## src/rtl/afa_pkg.sv

```systemverilog
// constants, types and helper functions for the channel buffer arithmetic
package afa_pkg;
  localparam int AFA_NCHAN = 8;
  localparam int AFA_CHW = 3;
  localparam int AFA_PTRW = 3;
  localparam int AFA_ACW = 3;
  localparam int AFA_BUFAW = 2;
  localparam logic [AFA_PTRW-1:0] AFA_BUF_DEPTH = 3'h4;
  localparam logic [AFA_ACW-1:0] AFA_AC_INIT = 3'h7;
  localparam logic [AFA_PTRW-1:0] AFA_PTR_RST = 3'h0;
  localparam logic [AFA_PTRW-1:0] AFA_PTR_STEP = 3'h1;
  // register map, byte offsets
  localparam logic [3:0] AFA_REG_CTRL = 4'h0;
  localparam logic [3:0] AFA_REG_STAT = 4'h4;
  localparam logic [3:0] AFA_REG_REQ = 4'h8;
  // ctrl field layout
  localparam int AFA_CTRL_EN_BIT = 0;
  localparam int AFA_CTRL_SEL_LSB = 4;
  localparam logic [31:0] AFA_CTRL_RST = 32'h0000_0001;
  // status field layout
  localparam int AFA_STAT_MPTR_LSB = 0;
  localparam int AFA_STAT_CPTR_LSB = 4;
  localparam int AFA_STAT_AC_LSB = 8;
  localparam int AFA_STAT_TOMEM_BIT = 12;
  localparam int AFA_STAT_DONE_BIT = 13;
  localparam int AFA_REQ_CCWF_LSB = 8;

  // per-channel state held in the control ram
  typedef struct packed {
    logic [AFA_PTRW-1:0] mem_ptr;
    logic [AFA_PTRW-1:0] ch_ptr;
    logic [AFA_ACW-1:0] act_cnt;
    logic to_mem;
    logic done;
  } afa_chan_s;

  localparam afa_chan_s AFA_CHAN_RST = '{AFA_PTR_RST, AFA_PTR_RST, AFA_AC_INIT, 1'b0, 1'b0};

  // which event drives the current ram cycle
  typedef enum logic [2:0] {
    AFA_EV_NONE, AFA_EV_INIT, AFA_EV_DONE, AFA_EV_MEM, AFA_EV_CMD, AFA_EV_WORD
  } afa_ev_e;

  // words held in the channel buffer, channel pointer ahead of memory pointer
  function automatic logic [AFA_PTRW-1:0] afa_ptr_diff(input logic [AFA_PTRW-1:0] mp,
                                                      input logic [AFA_PTRW-1:0] cp);
    afa_ptr_diff = cp - mp;
  endfunction

  // request equation: enough words (toward memory) or free slots for a group
  function automatic logic afa_req_eqn(input afa_chan_s s);
    logic [AFA_PTRW-1:0] avail;
    avail = s.to_mem ? afa_ptr_diff(s.mem_ptr, s.ch_ptr)
                   : AFA_BUF_DEPTH - afa_ptr_diff(s.ch_ptr, s.mem_ptr);
    if (s.act_cnt == AFA_AC_INIT || s.act_cnt == '0) begin
      afa_req_eqn = 1'b0;
    end else begin
      afa_req_eqn = (avail >= s.act_cnt);
    end
  endfunction
endpackage

```

## src/rtl/afa_ram_if.sv

```systemverilog
// control ram port bundle between the arithmetic core and its ram
`timescale 1ns/100ps
interface afa_ram_if;
  import afa_pkg::*;
  logic [AFA_CHW-1:0] rd_chan;
  afa_chan_s rd_data;
  logic [AFA_CHW-1:0] sel_chan;
  afa_chan_s sel_data;
  logic wr_en;
  logic [AFA_CHW-1:0] wr_chan;
  afa_chan_s wr_data;
  modport core (output rd_chan, input rd_data, output sel_chan, input sel_data,
                output wr_en, output wr_chan, output wr_data);
  modport ram (input rd_chan, output rd_data, input sel_chan, output sel_data,
               input wr_en, input wr_chan, input wr_data);
endinterface

```

## src/rtl/afa_chan_ram.sv

```systemverilog
// per-channel control ram for pointers and action count
`timescale 1ns/100ps
module afa_chan_ram
  import afa_pkg::*;
(
  // clock and reset
  input wire logic ref_clk,
  input wire logic rst_b,
  // ram port
  afa_ram_if.ram rp
);
  afa_chan_s mem_q [AFA_NCHAN];
  afa_chan_s mem_d [AFA_NCHAN];

  // next contents: one write per cycle
  always_comb begin
    for (int i = 0; i < AFA_NCHAN; i++) begin
      mem_d[i] = mem_q[i];
    end
    if (rp.wr_en) begin
      mem_d[rp.wr_chan] = rp.wr_data;
    end
  end

  // storage, cleared to the idle channel state
  always_ff @(posedge ref_clk or negedge rst_b) begin
    if (!rst_b) begin
      for (int i = 0; i < AFA_NCHAN; i++) begin
        mem_q[i] <= AFA_CHAN_RST;
      end
    end else begin
      mem_q <= mem_d;
    end
  end

  // asynchronous read ports
  assign rp.rd_data = mem_q[rp.rd_chan];
  assign rp.sel_data = mem_q[rp.sel_chan];
endmodule

```

## src/rtl/afa_avs.sv

```systemverilog
// avalon-mm register slave with one wait state
`timescale 1ns/100ps
module afa_avs
  import afa_pkg::*;
(
  // clock and reset
  input wire logic ref_clk,
  input wire logic rst_b,
  // avalon-mm slave
  input wire logic [3:0] avs_address,
  input wire logic avs_read,
  input wire logic avs_write,
  input wire logic [31:0] avs_writedata,
  input wire logic [3:0] avs_byteenable,
  output logic [31:0] avs_readdata,
  output logic avs_waitrequest,
  // block side
  output logic ctrl_en,
  output logic [AFA_CHW-1:0] ctrl_sel,
  input wire logic [31:0] stat_word,
  input wire logic [31:0] req_word
);
  logic wait_q, wait_d;
  logic [31:0] ctrl_q, ctrl_d;
  logic [31:0] rdata_q, rdata_d;
  logic take;

  // one wait cycle, then accept
  always_comb begin
    take = (avs_read || avs_write) && !wait_q;
    wait_d = !((avs_read || avs_write) && wait_q);
    ctrl_d = ctrl_q;
    rdata_d = rdata_q;
    if (take && avs_write && avs_address == AFA_REG_CTRL && avs_byteenable[0]) begin
      ctrl_d[AFA_CTRL_EN_BIT] = avs_writedata[AFA_CTRL_EN_BIT];
      ctrl_d[AFA_CTRL_SEL_LSB +: AFA_CHW] = avs_writedata[AFA_CTRL_SEL_LSB +: AFA_CHW];
    end
    if (wait_q && avs_read) begin
      case (avs_address)
        AFA_REG_CTRL: rdata_d = ctrl_q;
        AFA_REG_STAT: rdata_d = stat_word;
        AFA_REG_REQ: rdata_d = req_word;
        default: rdata_d = 32'h0000_0000;
      endcase
    end
  end

  // registers
  always_ff @(posedge ref_clk or negedge rst_b) begin
    if (!rst_b) begin
      wait_q <= 1'b1;
      ctrl_q <= AFA_CTRL_RST;
      rdata_q <= 32'h0000_0000;
    end else begin
      wait_q <= wait_d;
      ctrl_q <= ctrl_d;
      rdata_q <= rdata_d;
    end
  end

  assign avs_waitrequest = wait_q;
  assign avs_readdata = rdata_q;
  assign ctrl_en = ctrl_q[AFA_CTRL_EN_BIT];
  assign ctrl_sel = ctrl_q[AFA_CTRL_SEL_LSB +: AFA_CHW];
endmodule

```

## src/rtl/afa_top.sv

```systemverilog
// channel buffer action flag arithmetic, top level
//
// Added by the designer: register access over Avalon-MM and the placing of the registers.
`timescale 1ns/100ps

// What this block does
// - memory transfers address the channel buffer with the memory pointer.
// - start or reset clears the channel's memory pointer to zero.
// - second ram cycle of a group request adds action count to memory pointer.
// - controller word transfers address the channel buffer with the channel pointer.
// - start or reset clears the channel's channel pointer to zero.
// - each word-transfer ram cycle increments the channel pointer by one.
// - group request enable comes from memory pointer, channel pointer, action count.
// - control cycle for start or interrupt reset: count seven, pointers zero.
// - right after initialization the group request enable stays clear.
// - after start, command words are fetched repeatedly through the block transfer.
// - command buffer write with opcode_load_strobe loads the new 3-bit action count; every write re-evaluates.
// - satisfied equation sets the group request enable, pending priority grant.
// - after a group moves, load new count, add to pointer, re-evaluate.
// - each controller word request moves exactly one word, then pointer steps.
// - enough words or free slots set the group request enable again.
// - done on controller-to-memory loads the pointer difference as action count.
module afa_top
  import afa_pkg::*;
(
  // clock and reset
  input wire logic ref_clk,
  input wire logic rst_b,
  // ram cycle strobes, one channel per cycle
  input wire logic [AFA_CHW-1:0] cycle_chan,
  input wire logic channel_start_command,
  input wire logic interrupt_reset_command,
  input wire logic start_to_mem,
  input wire logic command_buffer_write,
  input wire logic opcode_load_strobe,
  input wire logic [AFA_ACW-1:0] cmd_action_count,
  input wire logic word_count_zero,
  input wire logic memory_pointer_update_enable,
  input wire logic [AFA_ACW-1:0] mem_action_count,
  input wire logic word_transfer_request,
  input wire logic transfer_complete_signal,
  // channel data buffer addressing
  output logic [AFA_CHW+AFA_BUFAW-1:0] mem_buf_addr,
  output logic mem_buf_addr_vld,
  output logic [AFA_CHW+AFA_BUFAW-1:0] channel_data_buffer_addr,
  output logic channel_data_buffer_addr_vld,
  // request outputs
  output logic [AFA_NCHAN-1:0] group_transfer_request_enable,
  output logic [AFA_NCHAN-1:0] cmd_fetch_request,
  output logic channel_pointer_increment,
  output logic done_count_load,
  // avalon-mm slave
  input wire logic [3:0] avs_address,
  input wire logic avs_read,
  input wire logic avs_write,
  input wire logic [31:0] avs_writedata,
  input wire logic [3:0] avs_byteenable,
  output logic [31:0] avs_readdata,
  output logic avs_waitrequest
);
  afa_ram_if rif ();

  afa_ev_e ev;
  afa_chan_s cur, nxt;
  logic [AFA_PTRW-1:0] pointer_difference;
  logic ctrl_en;
  logic [AFA_CHW-1:0] ctrl_sel;
  logic [31:0] stat_word, req_word;

  logic [AFA_NCHAN-1:0] af_q, af_d;
  logic [AFA_NCHAN-1:0] grp_q, grp_d;
  logic [AFA_NCHAN-1:0] ccwf_q, ccwf_d;
  logic [AFA_CHW+AFA_BUFAW-1:0] maddr_q, maddr_d, caddr_q, caddr_d;
  logic mvld_q, mvld_d, cvld_q, cvld_d;
  logic inc_q, inc_d, dload_q, dload_d;

  // control ram, one entry per channel
  afa_chan_ram u_ram (
    .ref_clk(ref_clk),
    .rst_b(rst_b),
    .rp(rif.ram)
  );

  // register slave
  afa_avs u_avs (
    .ref_clk(ref_clk),
    .rst_b(rst_b),
    .avs_address(avs_address),
    .avs_read(avs_read),
    .avs_write(avs_write),
    .avs_writedata(avs_writedata),
    .avs_byteenable(avs_byteenable),
    .avs_readdata(avs_readdata),
    .avs_waitrequest(avs_waitrequest),
    .ctrl_en(ctrl_en),
    .ctrl_sel(ctrl_sel),
    .stat_word(stat_word),
    .req_word(req_word)
  );

  // event priority for the current ram cycle
  always_comb begin
    if (channel_start_command || interrupt_reset_command) begin
      ev = AFA_EV_INIT;
    end else if (transfer_complete_signal) begin
      ev = AFA_EV_DONE;
    end else if (memory_pointer_update_enable) begin
      ev = AFA_EV_MEM;
    end else if (command_buffer_write) begin
      ev = AFA_EV_CMD;
    end else if (word_transfer_request) begin
      ev = AFA_EV_WORD;
    end else begin
      ev = AFA_EV_NONE;
    end
  end

  // read-modify-write of the cycle_chan channel's state, status read of the selected one
  assign rif.rd_chan = cycle_chan;
  assign rif.sel_chan = ctrl_sel;
  assign cur = rif.rd_data;
  assign pointer_difference = afa_ptr_diff(cur.mem_ptr, cur.ch_ptr);

  always_comb begin
    nxt = cur;
    case (ev)
      AFA_EV_INIT: begin
        nxt.act_cnt = AFA_AC_INIT;
        nxt.mem_ptr = AFA_PTR_RST;
        nxt.ch_ptr = AFA_PTR_RST;
        nxt.to_mem = start_to_mem;
        nxt.done = 1'b0;
      end
      AFA_EV_DONE: begin
        // draining only matters toward memory; the other way the buffer is empty
        if (cur.to_mem) begin
          nxt.done = 1'b1;
          nxt.act_cnt = pointer_difference;
        end
      end
      AFA_EV_MEM: begin
        nxt.mem_ptr = cur.mem_ptr + AFA_PTRW'(cur.act_cnt);
        // after done, keep loading what is still buffered
        nxt.act_cnt = cur.done ? afa_ptr_diff(nxt.mem_ptr, cur.ch_ptr) : mem_action_count;
      end
      AFA_EV_CMD: begin
        if (opcode_load_strobe) begin
          nxt.act_cnt = cmd_action_count;
        end
      end
      AFA_EV_WORD: begin
        nxt.ch_ptr = cur.ch_ptr + AFA_PTR_STEP;
      end
      default: begin
        nxt = cur;
      end
    endcase
  end

  assign rif.wr_en = (ev != AFA_EV_NONE);
  assign rif.wr_chan = cycle_chan;
  assign rif.wr_data = nxt;

  // request flags, buffer addresses and strobes
  always_comb begin
    af_d = af_q;
    ccwf_d = ccwf_q;
    maddr_d = maddr_q;
    caddr_d = caddr_q;
    mvld_d = 1'b0;
    cvld_d = 1'b0;
    inc_d = 1'b0;
    dload_d = 1'b0;
    if (ev != AFA_EV_NONE) begin
      af_d[cycle_chan] = afa_req_eqn(nxt);
    end
    if (channel_start_command) begin
      ccwf_d[cycle_chan] = 1'b1;
    end else if (command_buffer_write) begin
      ccwf_d[cycle_chan] = 1'b0;
    end else if (word_count_zero) begin
      ccwf_d[cycle_chan] = 1'b1;
    end
    if (ev == AFA_EV_MEM) begin
      maddr_d = {cycle_chan, cur.mem_ptr[AFA_BUFAW-1:0]};
      mvld_d = 1'b1;
    end
    if (ev == AFA_EV_WORD) begin
      caddr_d = {cycle_chan, cur.ch_ptr[AFA_BUFAW-1:0]};
      cvld_d = 1'b1;
      inc_d = 1'b1;
    end
    if (ev == AFA_EV_DONE && cur.to_mem) begin
      dload_d = 1'b1;
    end
    grp_d = af_d & {AFA_NCHAN{ctrl_en}};
  end

  always_ff @(posedge ref_clk or negedge rst_b) begin
    if (!rst_b) begin
      af_q <= '0;
      grp_q <= '0;
      ccwf_q <= '0;
      maddr_q <= '0;
      caddr_q <= '0;
      mvld_q <= 1'b0;
      cvld_q <= 1'b0;
      inc_q <= 1'b0;
      dload_q <= 1'b0;
    end else begin
      af_q <= af_d;
      grp_q <= grp_d;
      ccwf_q <= ccwf_d;
      maddr_q <= maddr_d;
      caddr_q <= caddr_d;
      mvld_q <= mvld_d;
      cvld_q <= cvld_d;
      inc_q <= inc_d;
      dload_q <= dload_d;
    end
  end

  // status words for software
  always_comb begin
    stat_word = 32'h0000_0000;
    stat_word[AFA_STAT_MPTR_LSB +: AFA_PTRW] = rif.sel_data.mem_ptr;
    stat_word[AFA_STAT_CPTR_LSB +: AFA_PTRW] = rif.sel_data.ch_ptr;
    stat_word[AFA_STAT_AC_LSB +: AFA_ACW] = rif.sel_data.act_cnt;
    stat_word[AFA_STAT_TOMEM_BIT] = rif.sel_data.to_mem;
    stat_word[AFA_STAT_DONE_BIT] = rif.sel_data.done;
    req_word = 32'h0000_0000;
    req_word[AFA_NCHAN-1:0] = af_q;
    req_word[AFA_REQ_CCWF_LSB +: AFA_NCHAN] = ccwf_q;
  end

  assign group_transfer_request_enable = grp_q;
  assign cmd_fetch_request = ccwf_q;
  assign mem_buf_addr = maddr_q;
  assign mem_buf_addr_vld = mvld_q;
  assign channel_data_buffer_addr = caddr_q;
  assign channel_data_buffer_addr_vld = cvld_q;
  assign channel_pointer_increment = inc_q;
  assign done_count_load = dload_q;
endmodule

```

## config.mk

```make
export PLATFORM = sky130hd
export DESIGN_NAME = afa_top
export DESIGN_NICKNAME = d
export VERILOG_FILES = /design/src/rtl/afa_pkg.sv /design/src/rtl/afa_ram_if.sv /design/src/rtl/afa_chan_ram.sv /design/src/rtl/afa_avs.sv /design/src/rtl/afa_top.sv
export SDC_FILE = /design/constraint.sdc
export NUM_CORES = 1
export LEC_CHECK = 0
export BUFFER_PORTS_ARGS = -buffer_cell sky130_fd_sc_hd__buf_2
export CORE_UTILIZATION = 35
export DETAILED_ROUTE_END_ITERATION = 7
export GPL_TIMING_DRIVEN = 0
export PLACE_DENSITY_LB_ADDON = 0.25
export REMOVE_ABC_BUFFERS = 1
export SLEW_MARGIN = 5
export SYNTH_ARGS = -nofsm -noshare
export SYNTH_HDL_FRONTEND = slang
export SYNTH_SLANG_ARGS = --single-unit
export TNS_END_PERCENT = 100
```

## constraint.sdc

```tcl
create_clock -name ref_clk -period 9.3 [get_ports ref_clk]
set_input_delay 1.395 -clock ref_clk [delete_from_list [all_inputs] [get_ports ref_clk]]
set_output_delay 1.395 -clock ref_clk [all_outputs]
set_load 0.02 [all_outputs]
```

Word level (Yosys, flattened, before mapping) --
Index checks and enable logic that the tools add are counted.
Storage, ports and cells: register bits after elaboration 162, input bits 62, output and inout port bits 63, logic and storage cells 133
Operators by class: mux-type cells 37, add/sub/neg operators 7, $lt $le $gt $ge 6, bitwise logic cells 6, equality and inequality tests 8, reductions and logical operators 18
Operator list (number):
- $bwmux 88 | 1
- $bmux 11 s3 | 2
- $mux 11 | 5
- $pmux 16 s3 | 1
- $demux 11 s3 | 1
- $mux 8 | 4
- $mux 3 | 9
- $and 8x8->8 | 2
- $pmux 3 s2 | 2
- $pmux 3 s4 | 1
- $sub 3x3->3 | 4
- $eq 3x3->1 const B | 3
- $logic_and 1x1->1 | 9
- $bwmux 8 | 1
- $ge 4x4->1 const B | 2
- $mux 1 | 8
- $not 3->4 | 2
- $not 8->8 | 1
- $or 8x8->8 | 1
- $eq 3x2->1 const B | 2
- $reduce_bool 3->1 | 2
- $eq 4x3->1 const B | 1
- $eq 4x4->1 const B | 1
- $logic_not 4->1 | 1
- other kinds (13) | 16

Depth between registers and ports, before layout --
Gate-level depths: netlist of run 1.
word-level depth 16, depth in mapped cells 25, gate-level depth less buffers 21

By module --
Synthesis of run 1 repeated with hierarchy kept, for this count alone.
Second synthesis, totals: cells, all modules 659, area, all modules 9096.2 µm²
Modules (own cells, without submodules):
- afa_chan_ram | area an instance 4815.9 µm², cells an instance 268, sequential area each 2232.1 µm², times used 1
- afa_top | area an instance 2388.5 µm², cells an instance 230, sequential area each 925.9 µm², times used 1
- afa_avs | area an instance 1891.8 µm², cells an instance 161, sequential area each 928.4 µm², times used 1

Worst setup path before layout of run 1 --
OpenSTA, ideal clock, no wires.
path type input to register, from in cycle_chan[1], to reg grp_q[4], in the netlist group_transfer_request_enable[4], required time 9.171 ns, stages 21, buffers on the path 5, library setup time 0.129 ns, arrival 5.907 ns, path slack 3.264 ns, path through buf_2 -> buf_4 -> buf_4 -> buf_2 -> clkbuf_1 -> mux4_2 -> nand2_1 -> nand2_1 -> fa_1 -> a22oi_1 -> ha_1 -> ha_1 -> xnor2_1 -> nand2_1 -> o21ai_0 -> xnor2_1 -> ha_1 -> a21oi_1 -> nor2_1 -> a21oi_1 -> a211oi_2
RTL lines:
- start, declared | line afa_top.sv:30 | input wire logic [AFA_CHW-1:0] cycle_chan,
- end signal, assigned | line afa_top.sv:212 | grp_q <= grp_d;
- end, declared | line afa_top.sv:71 | logic [AFA_NCHAN-1:0] grp_q, grp_d;

==> out/results.ini, run 1 <==
[run_status]
status = finished with violations
violations = design-rule violations

[timing]
fmax_ghz = 0.1390
tns_ns = 0
post-route-min-period_ns = 7.192
fin_skew_ns = 0.009776
drv_slew = 0
timing.final.ws_setup_ns = 2.108
rsz0062_at_grt = false
hold_ws_ns = 0.4716
hold_viol_final = 0
setup_viol = 0
fin_crit_sh = 0.7734
timing.slew.headroom = 0.1737
tightest_slew_ns = 1.236

[floorplanning]
die-area_um2 = 23090
core_um2 = 21960
initial_core_util = 0.3584
num_rows = 54
fp.dieH_um = 152.0
die_w_um = 152.0
io_pins = 125

[drt]
wirelength_mm = 21.66
vias_per_cell = 5.313
ant_nets = 0
avgRoutedWirePerCell_um = 19.25
drtIter0Drc = 399
drt_first_pass_iters = 7
num_vias = 5977
drcViolationCount = 26

[pwr]
comb_power_share = 0.187
p_int_mw = 1.332
power_leakage_nw = 4.003
seqPwrFrac = 0.421
switching_share = 0.2996
vdd_ir_drop_max_uv = 129.1
powerDensity_nw_per_um2 = 211.5
switchingPower_mw = 0.5700
power_frac_clock = 0.392
finalPower_mw = 1.902

[logic_synthesis]
syn_area_um2 = 7870
synth.avg_cell_area_um2 = 9.962
synth_cell_types = 65
seq_area_frac_synth = 0.4684
synthArstFlopShare = 1.000
ys_ff_latch = 146
synthFlopType = dfrtp_1
postSynthCellCount = 790
yosysWarnings = 0
synth_enable_flop_cells = 0

[setup_path]
endpoint = group_transfer_request_enable[4]
cp.arrival_ns = 7.46
worst_setup_path_start_kind = input port
crit_fanout = 42
end_kind = flip-flop
worst-setup-path-type = in2reg
worstReg2RegStart = u_ram.mem_q[52]
cp_data_required_time_ns = 9.57
worstReg2RegEnd = group_transfer_request_enable[4]
worst-r2r-cell-count = 16
reg2reg_slack_ns = 3.88
startpoint = cycle_chan[1]

[final_layout]
final_nets = 908
diodes = 0
drive_above_1_share = 0.2331
stdcell_count = 1125
syn_to_final_growth_pct = 14.28
seq_area_um2 = 3687
n_fill_cell = 2134
multi_input_area_um2 = 3815

[grt]
grt_pass1_wl_mm = 34.98
grt.total_usage = 0.1972
grt_max_degree = 99
first_global_vias = 5946
antenna_found_initial = 0
overflow = 0

[placement]
dp_cells = 1093
portBuffers = 77
gp_congestion = 0.8802
dp_slack_ns = 1.350
dp_hpwl_mm = 14.65

[min_path]
min_path_type = reg2reg
hold_depth = 2

[clocking]
clock_sinks = 146
cts_tree = yes
numCtsBuffers = 17
cts_resized = 0
clkTransAtPathRegs_ns = 0.06
htree_levels = 4
ctsLongestPathBuffers = 2
clock_latency_ns = 0.43
cts-root-buf = clkbuf_16
postCtsSetupBuffers = 0
ctsHoldBuffers = 0

[run]
max_cap_violations = 0

[placed cells by master (no fill, tap or decap), drive strengths merged, types with 4 or more instances in the layout]
cell and instances:
a211oi 11, dfrtp 120, mux2i 22, o22a 9
nand2b 4, a31oi 7, nor2 53, dfstp 26
a311oi 4, clkbuf 18, buf 78, a221oi 4
clkinv 6, and3 5, a21oi 45, nand2 144
fa 4, nand3 7, ha 10, mux2 15
conb 16, mux4 31, bufinv 4, xnor2 9
inv 22, o21ai 117, nor3 8, a22oi 4
[final cells by class]
type | count | share of cell area
Multi-Input combinational cell | 569 | 0.4242
Sequential cell | 146 | 0.4100
Clock buffer | 18 | 0.04883
Timing Repair Buffer | 78 | 0.04702
Tap cell | 280 | 0.03895
Clock inverter | 14 | 0.02268
Inverter | 20 | 0.008347
[how the worst min path moves through the flow]
stage	from	end	slack, ns
2_1_floorplan	u_ram.mem_q[54]	u_ram.mem_q[54]	0.46
3_5_place_dp	u_avs.avs_readdata[13]	u_avs.avs_readdata[13]	0.47
4_1_cts	u_avs.avs_readdata[13]	u_avs.avs_readdata[13]	0.48
5_1_grt	u_avs.avs_readdata[15]	u_avs.avs_readdata[15]	0.49
3_3_place_gp	u_avs.avs_readdata[14]	u_avs.avs_readdata[14]	0.46
6_report	u_avs.avs_readdata[13]	u_avs.avs_readdata[13]	0.47
[worst max-delay path: stages]
cell and delay (ns):
buf_2 0.71, nor2b_1 0.65, a221oi_1 0.19, o21ai_0 0.65
ha_1 0.28, fa_1 0.43, inv_1 0.09, fa_1 0.43
a31oi_1 0.18, a41oi_1 0.13, o21ai_1 0.67, ha_1 0.36
a21o_1 0.16, a21oi_1 0.65, nor2_1 0.13, a21oi_1 0.23
a211oi_2 0.08
[logic make-up after synthesis]
family,after synthesis,share of synthesized area
simple gates,241,0.1293
flops,146,0.4684
other cells,1,0.0004765
xor+xnor,11,0.01320
mux,68,0.1407
fa+ha+maj,14,0.02607
compound gates,219,0.1672
buf+inv,90,0.05469
[power by group through the flow]
stage / clock (mW) / combinational (mW) / sequential, mW
after floorplan: 0 / 0.217 / 0.812
after global placement: 0 / 0.349 / 0.808
final: 0.747 / 0.355 / 0.801
after CTS: 0.756 / 0.356 / 0.800
after detailed placement: 0 / 0.356 / 0.812
after global routing: 0.785 / 0.392 / 0.813
[metal layers]
metal / vias up / wire length, um / global-route usage
met5: - / 0 / 0
met1: 2945 / 10040 / 0.2661
li1: 2857 / - / -
met2: 156 / 10450 / 0.3274
met3: 19 / 939 / 0.03793
met4: 0 / 228 / 0.04713
[Yosys cell counts (2+ instances only)]
cell      instances  share of area
ha_1             10          0.016
mux2i_1          20          0.025
xnor2_1           8         0.0089
fa_1              4          0.010
a311oi_4          2         0.0067
inv_1            18         0.0086
buf_1             8         0.0038
and3_1            5         0.0040
and2_1            2         0.0016
mux4_2           30          0.086
a21oi_1          44          0.028
nand4b_1          2         0.0022
a311oi_1          2         0.0022
a21o_1            2         0.0019
or2_2             3         0.0024
nor2b_1           3         0.0024
o22ai_1           2         0.0016
nand2b_1          4         0.0032
clkbuf_1         33          0.016
nand3b_1          3         0.0029
mux2_2           15          0.021
a211oi_2          2         0.0032
inv_2             2        0.00095
o21ai_1           2         0.0013
dfstp_2          26          0.087
buf_4            20          0.019
nand2_1         144          0.069
o22a_1            9          0.010
and3b_1           2         0.0022
o21ai_0         115          0.073
buf_2             8         0.0051
nand3_1           7         0.0045
dfrtp_1         120           0.38
nor2_1           53          0.025
a221oi_1          4         0.0045
nor3_1            8         0.0051
o211ai_1          2         0.0019
a211oi_1          9         0.0086
xor2_1            2         0.0022
a22oi_1           4         0.0038
a31oi_1           7         0.0056
[flip-flops by register name, summed over array words and instances, names as in the netlist, 4 cells and up, named ones only]
| name | count |
|---|---|
| u_ram.mem_q | 88 |
| u_avs.avs_readdata | 16 |
| af_q | 8 |
| group_transfer_request_enable | 8 |
| channel_data_buffer_addr | 5 |
| mem_buf_addr | 5 |
| u_avs.ctrl_q | 4 |
[per-stage QoR]
step                      utilization  area [um^2]
final                          0.4096         8994
after global routing           0.4096         8994
after CTS                      0.4096         8994
after detailed placement       0.3803         8351
after global placement         0.3783         8307
after floorplan                     -         7571
Note: power is estimated with default switching activity, not from simulation.
==> inputs of run 2 (changes only) <==
Clock period 9.3 ns to 6.4 ns, I/O delays scaled along.
==> run 2 against run 1 <==
The run still ends with design-rule violations left. Final area rose by 0.19%. Critical endpoint unchanged. Combinational power grew 46%. Critical path depth rose by 1. Critical path type unchanged. Sequential power rose by 45%. Worst setup slack worse by 1.5 ns.
==> out/results.ini, run 2 (synthesis gave the netlist of run 1 again) <==
[run_status]
status = finished with violations
violations = design-rule violations

[grt]
grt_pass1_wl_mm = 35.00
first_global_vias = 5950
antenna_found_initial = 0
grt.total_usage = 0.1973
overflow = 0
grt_max_degree = 99

[drt]
ant_nets = 0
avgRoutedWirePerCell_um = 19.26
drtIter0Drc = 414
drcViolationCount = 25
wirelength_mm = 21.67
num_vias = 5983
drt_first_pass_iters = 7
vias_per_cell = 5.318

[setup_path]
worst_setup_path_start_kind = input port
end_kind = flip-flop
cp.arrival_ns = 6.05
worstReg2RegStart = u_ram.mem_q[52]
startpoint = cycle_chan[0]
cp_data_required_time_ns = 6.67
crit_fanout = 31
worst-setup-path-type = in2reg

[timing]
tns_ns = 0
hold_ws_ns = 0.4288
hold_viol_final = 0
fin_crit_sh = 0.9044
fmax_ghz = 0.1728
drv_slew = 0
post-route-min-period_ns = 5.788
tightest_slew_ns = 1.211
setup_viol = 0
rsz0062_at_grt = false
timing.slew.headroom = 0.1902
fin_skew_ns = 0.008401

[placement]
dpl_cell_area_um2 = 8351
portBuffers = 77
dp_hpwl_mm = 14.65
gp_congestion = 0.8802

[floorplanning]
io_pins = 125
num_rows = 54
fp.dieH_um = 152.0
initial_core_util = 0.3584
die_w_um = 152.0
core_um2 = 21960
die-area_um2 = 23090

[final_layout]
regMostFlops = u_ram.mem_q
final_common_cell = nand2_1
largest_reg_flops = 88
diodes = 0
syn_to_final_growth_pct = 14.50
drive_above_1_share = 0.2367
fin_area_um2 = 9011
final_nets = 908
layout_common_cells = nand2_1, dfrtp_1, o21ai_0

[clocking]
cts-root-buf = clkbuf_16
cts_tree = yes
numCtsBuffers = 17
clock_latency_ns = 0.43
htree_levels = 4
ctsLongestPathBuffers = 2
ctsHoldBuffers = 0
clock_sinks = 146
clkTransAtPathRegs_ns = 0.06

[run]
max_cap_violations = 0

[min_path]
min_path_type = in2async

[pwr]
power_leakage_nw = 4.008
vdd_ir_drop_max_uv = 181.7
powerDensity_nw_per_um2 = 307.2

run 2: cell types whose count changed in the layout (fill, tap and decap cells not counted):
cell | previous run | this run
o21ai_2 | 0 | 1
a22oi_2 | 0 | 1
a22oi_1 | 4 | 3
o21ai_0 | 114 | 113
a21oi_1 | 44 | 43
buf_4 | 0 | 2
a21oi_2 | 1 | 2
buf_2 | 76 | 74
run 2: power by group:
group	internal [mW]	switching [mW]	leakage (nW)	total [mW]
clock	0.668	0.417	0.309	1.09
sequential	1.06	0.109	1.89	1.16
combinational	0.214	0.305	1.81	0.519
total	1.94	0.830	4.01	2.77
run 2: worst paths after layout:
| kind | end | slack, ns | depth (start not counted) |
|---|---|---|---|
| setup / recovery | group_transfer_request_enable[4] | 0.61 | 18 |
| hold / removal | mem_buf_addr[3] | 0.43 | 1 |
| setup reg to reg | group_transfer_request_enable[4] | 1.57 | 16 |
| hold reg to reg | u_avs.avs_readdata[13] | 0.47 | 2 |
| max in group asynchronous | u_avs.ctrl_q[4] | 5.15 | 2 |
| min in group ref_clk | u_avs.avs_readdata[13] | 0.47 | 2 |
run 2: critical path, stage by stage:
cell and delay, ns:
buf_2 0.51, inv_2 0.31, nor2_1 0.31, a221oi_1 0.12, o21ai_1 0.45, ha_1 0.25
fa_1 0.45, inv_1 0.10, fa_1 0.43, a31oi_1 0.19, a41oi_1 0.16, o21ai_2 0.45
ha_1 0.32, a21o_1 0.17, a21oi_2 0.41, nor2_1 0.11, a21oi_1 0.24, a211oi_2 0.08
run 2: metrics by stage:
stage               setup slack (ns)  cells  utilization  power (mW)
floorplan                      1.307    735            -       1.494
finish                        0.6117   1125       0.4104       2.768
global placement              -1.201   1092       0.3783       1.681
global route                  0.1910   1125       0.4104       2.895
detailed placement            -1.115   1093       0.3803       1.696
CTS                           0.1874   1125       0.4102       2.781
run 2: cell type report:
class,instances,area [um^2]
Fill cell,2134,12950
Tap cell,280,350.3
Clock buffer,18,439.2
Sequential cell,146,3687
Inverter,20,75.07
Clock inverter,14,203.9
Timing Repair Buffer,78,427.9
Multi-Input combinational cell,569,3827
run 2: metal layers:
metal / wire length (um) / up-vias / GRT usage
met5: 0 / - / 0
met2: 10490 / 164 / 0.3276
met4: 234 / 0 / 0.04713
li1: - / 2855 / -
met1: 10000 / 2944 / 0.2661
met3: 949 / 20 / 0.03793
run 2: what timing repair did:
action	in CTS	in global routing
pin swaps	0	0
setup buffers	0	0
endpoints found under the setup margin	16	16
gates resized for setup	5	2
cloned	0	0
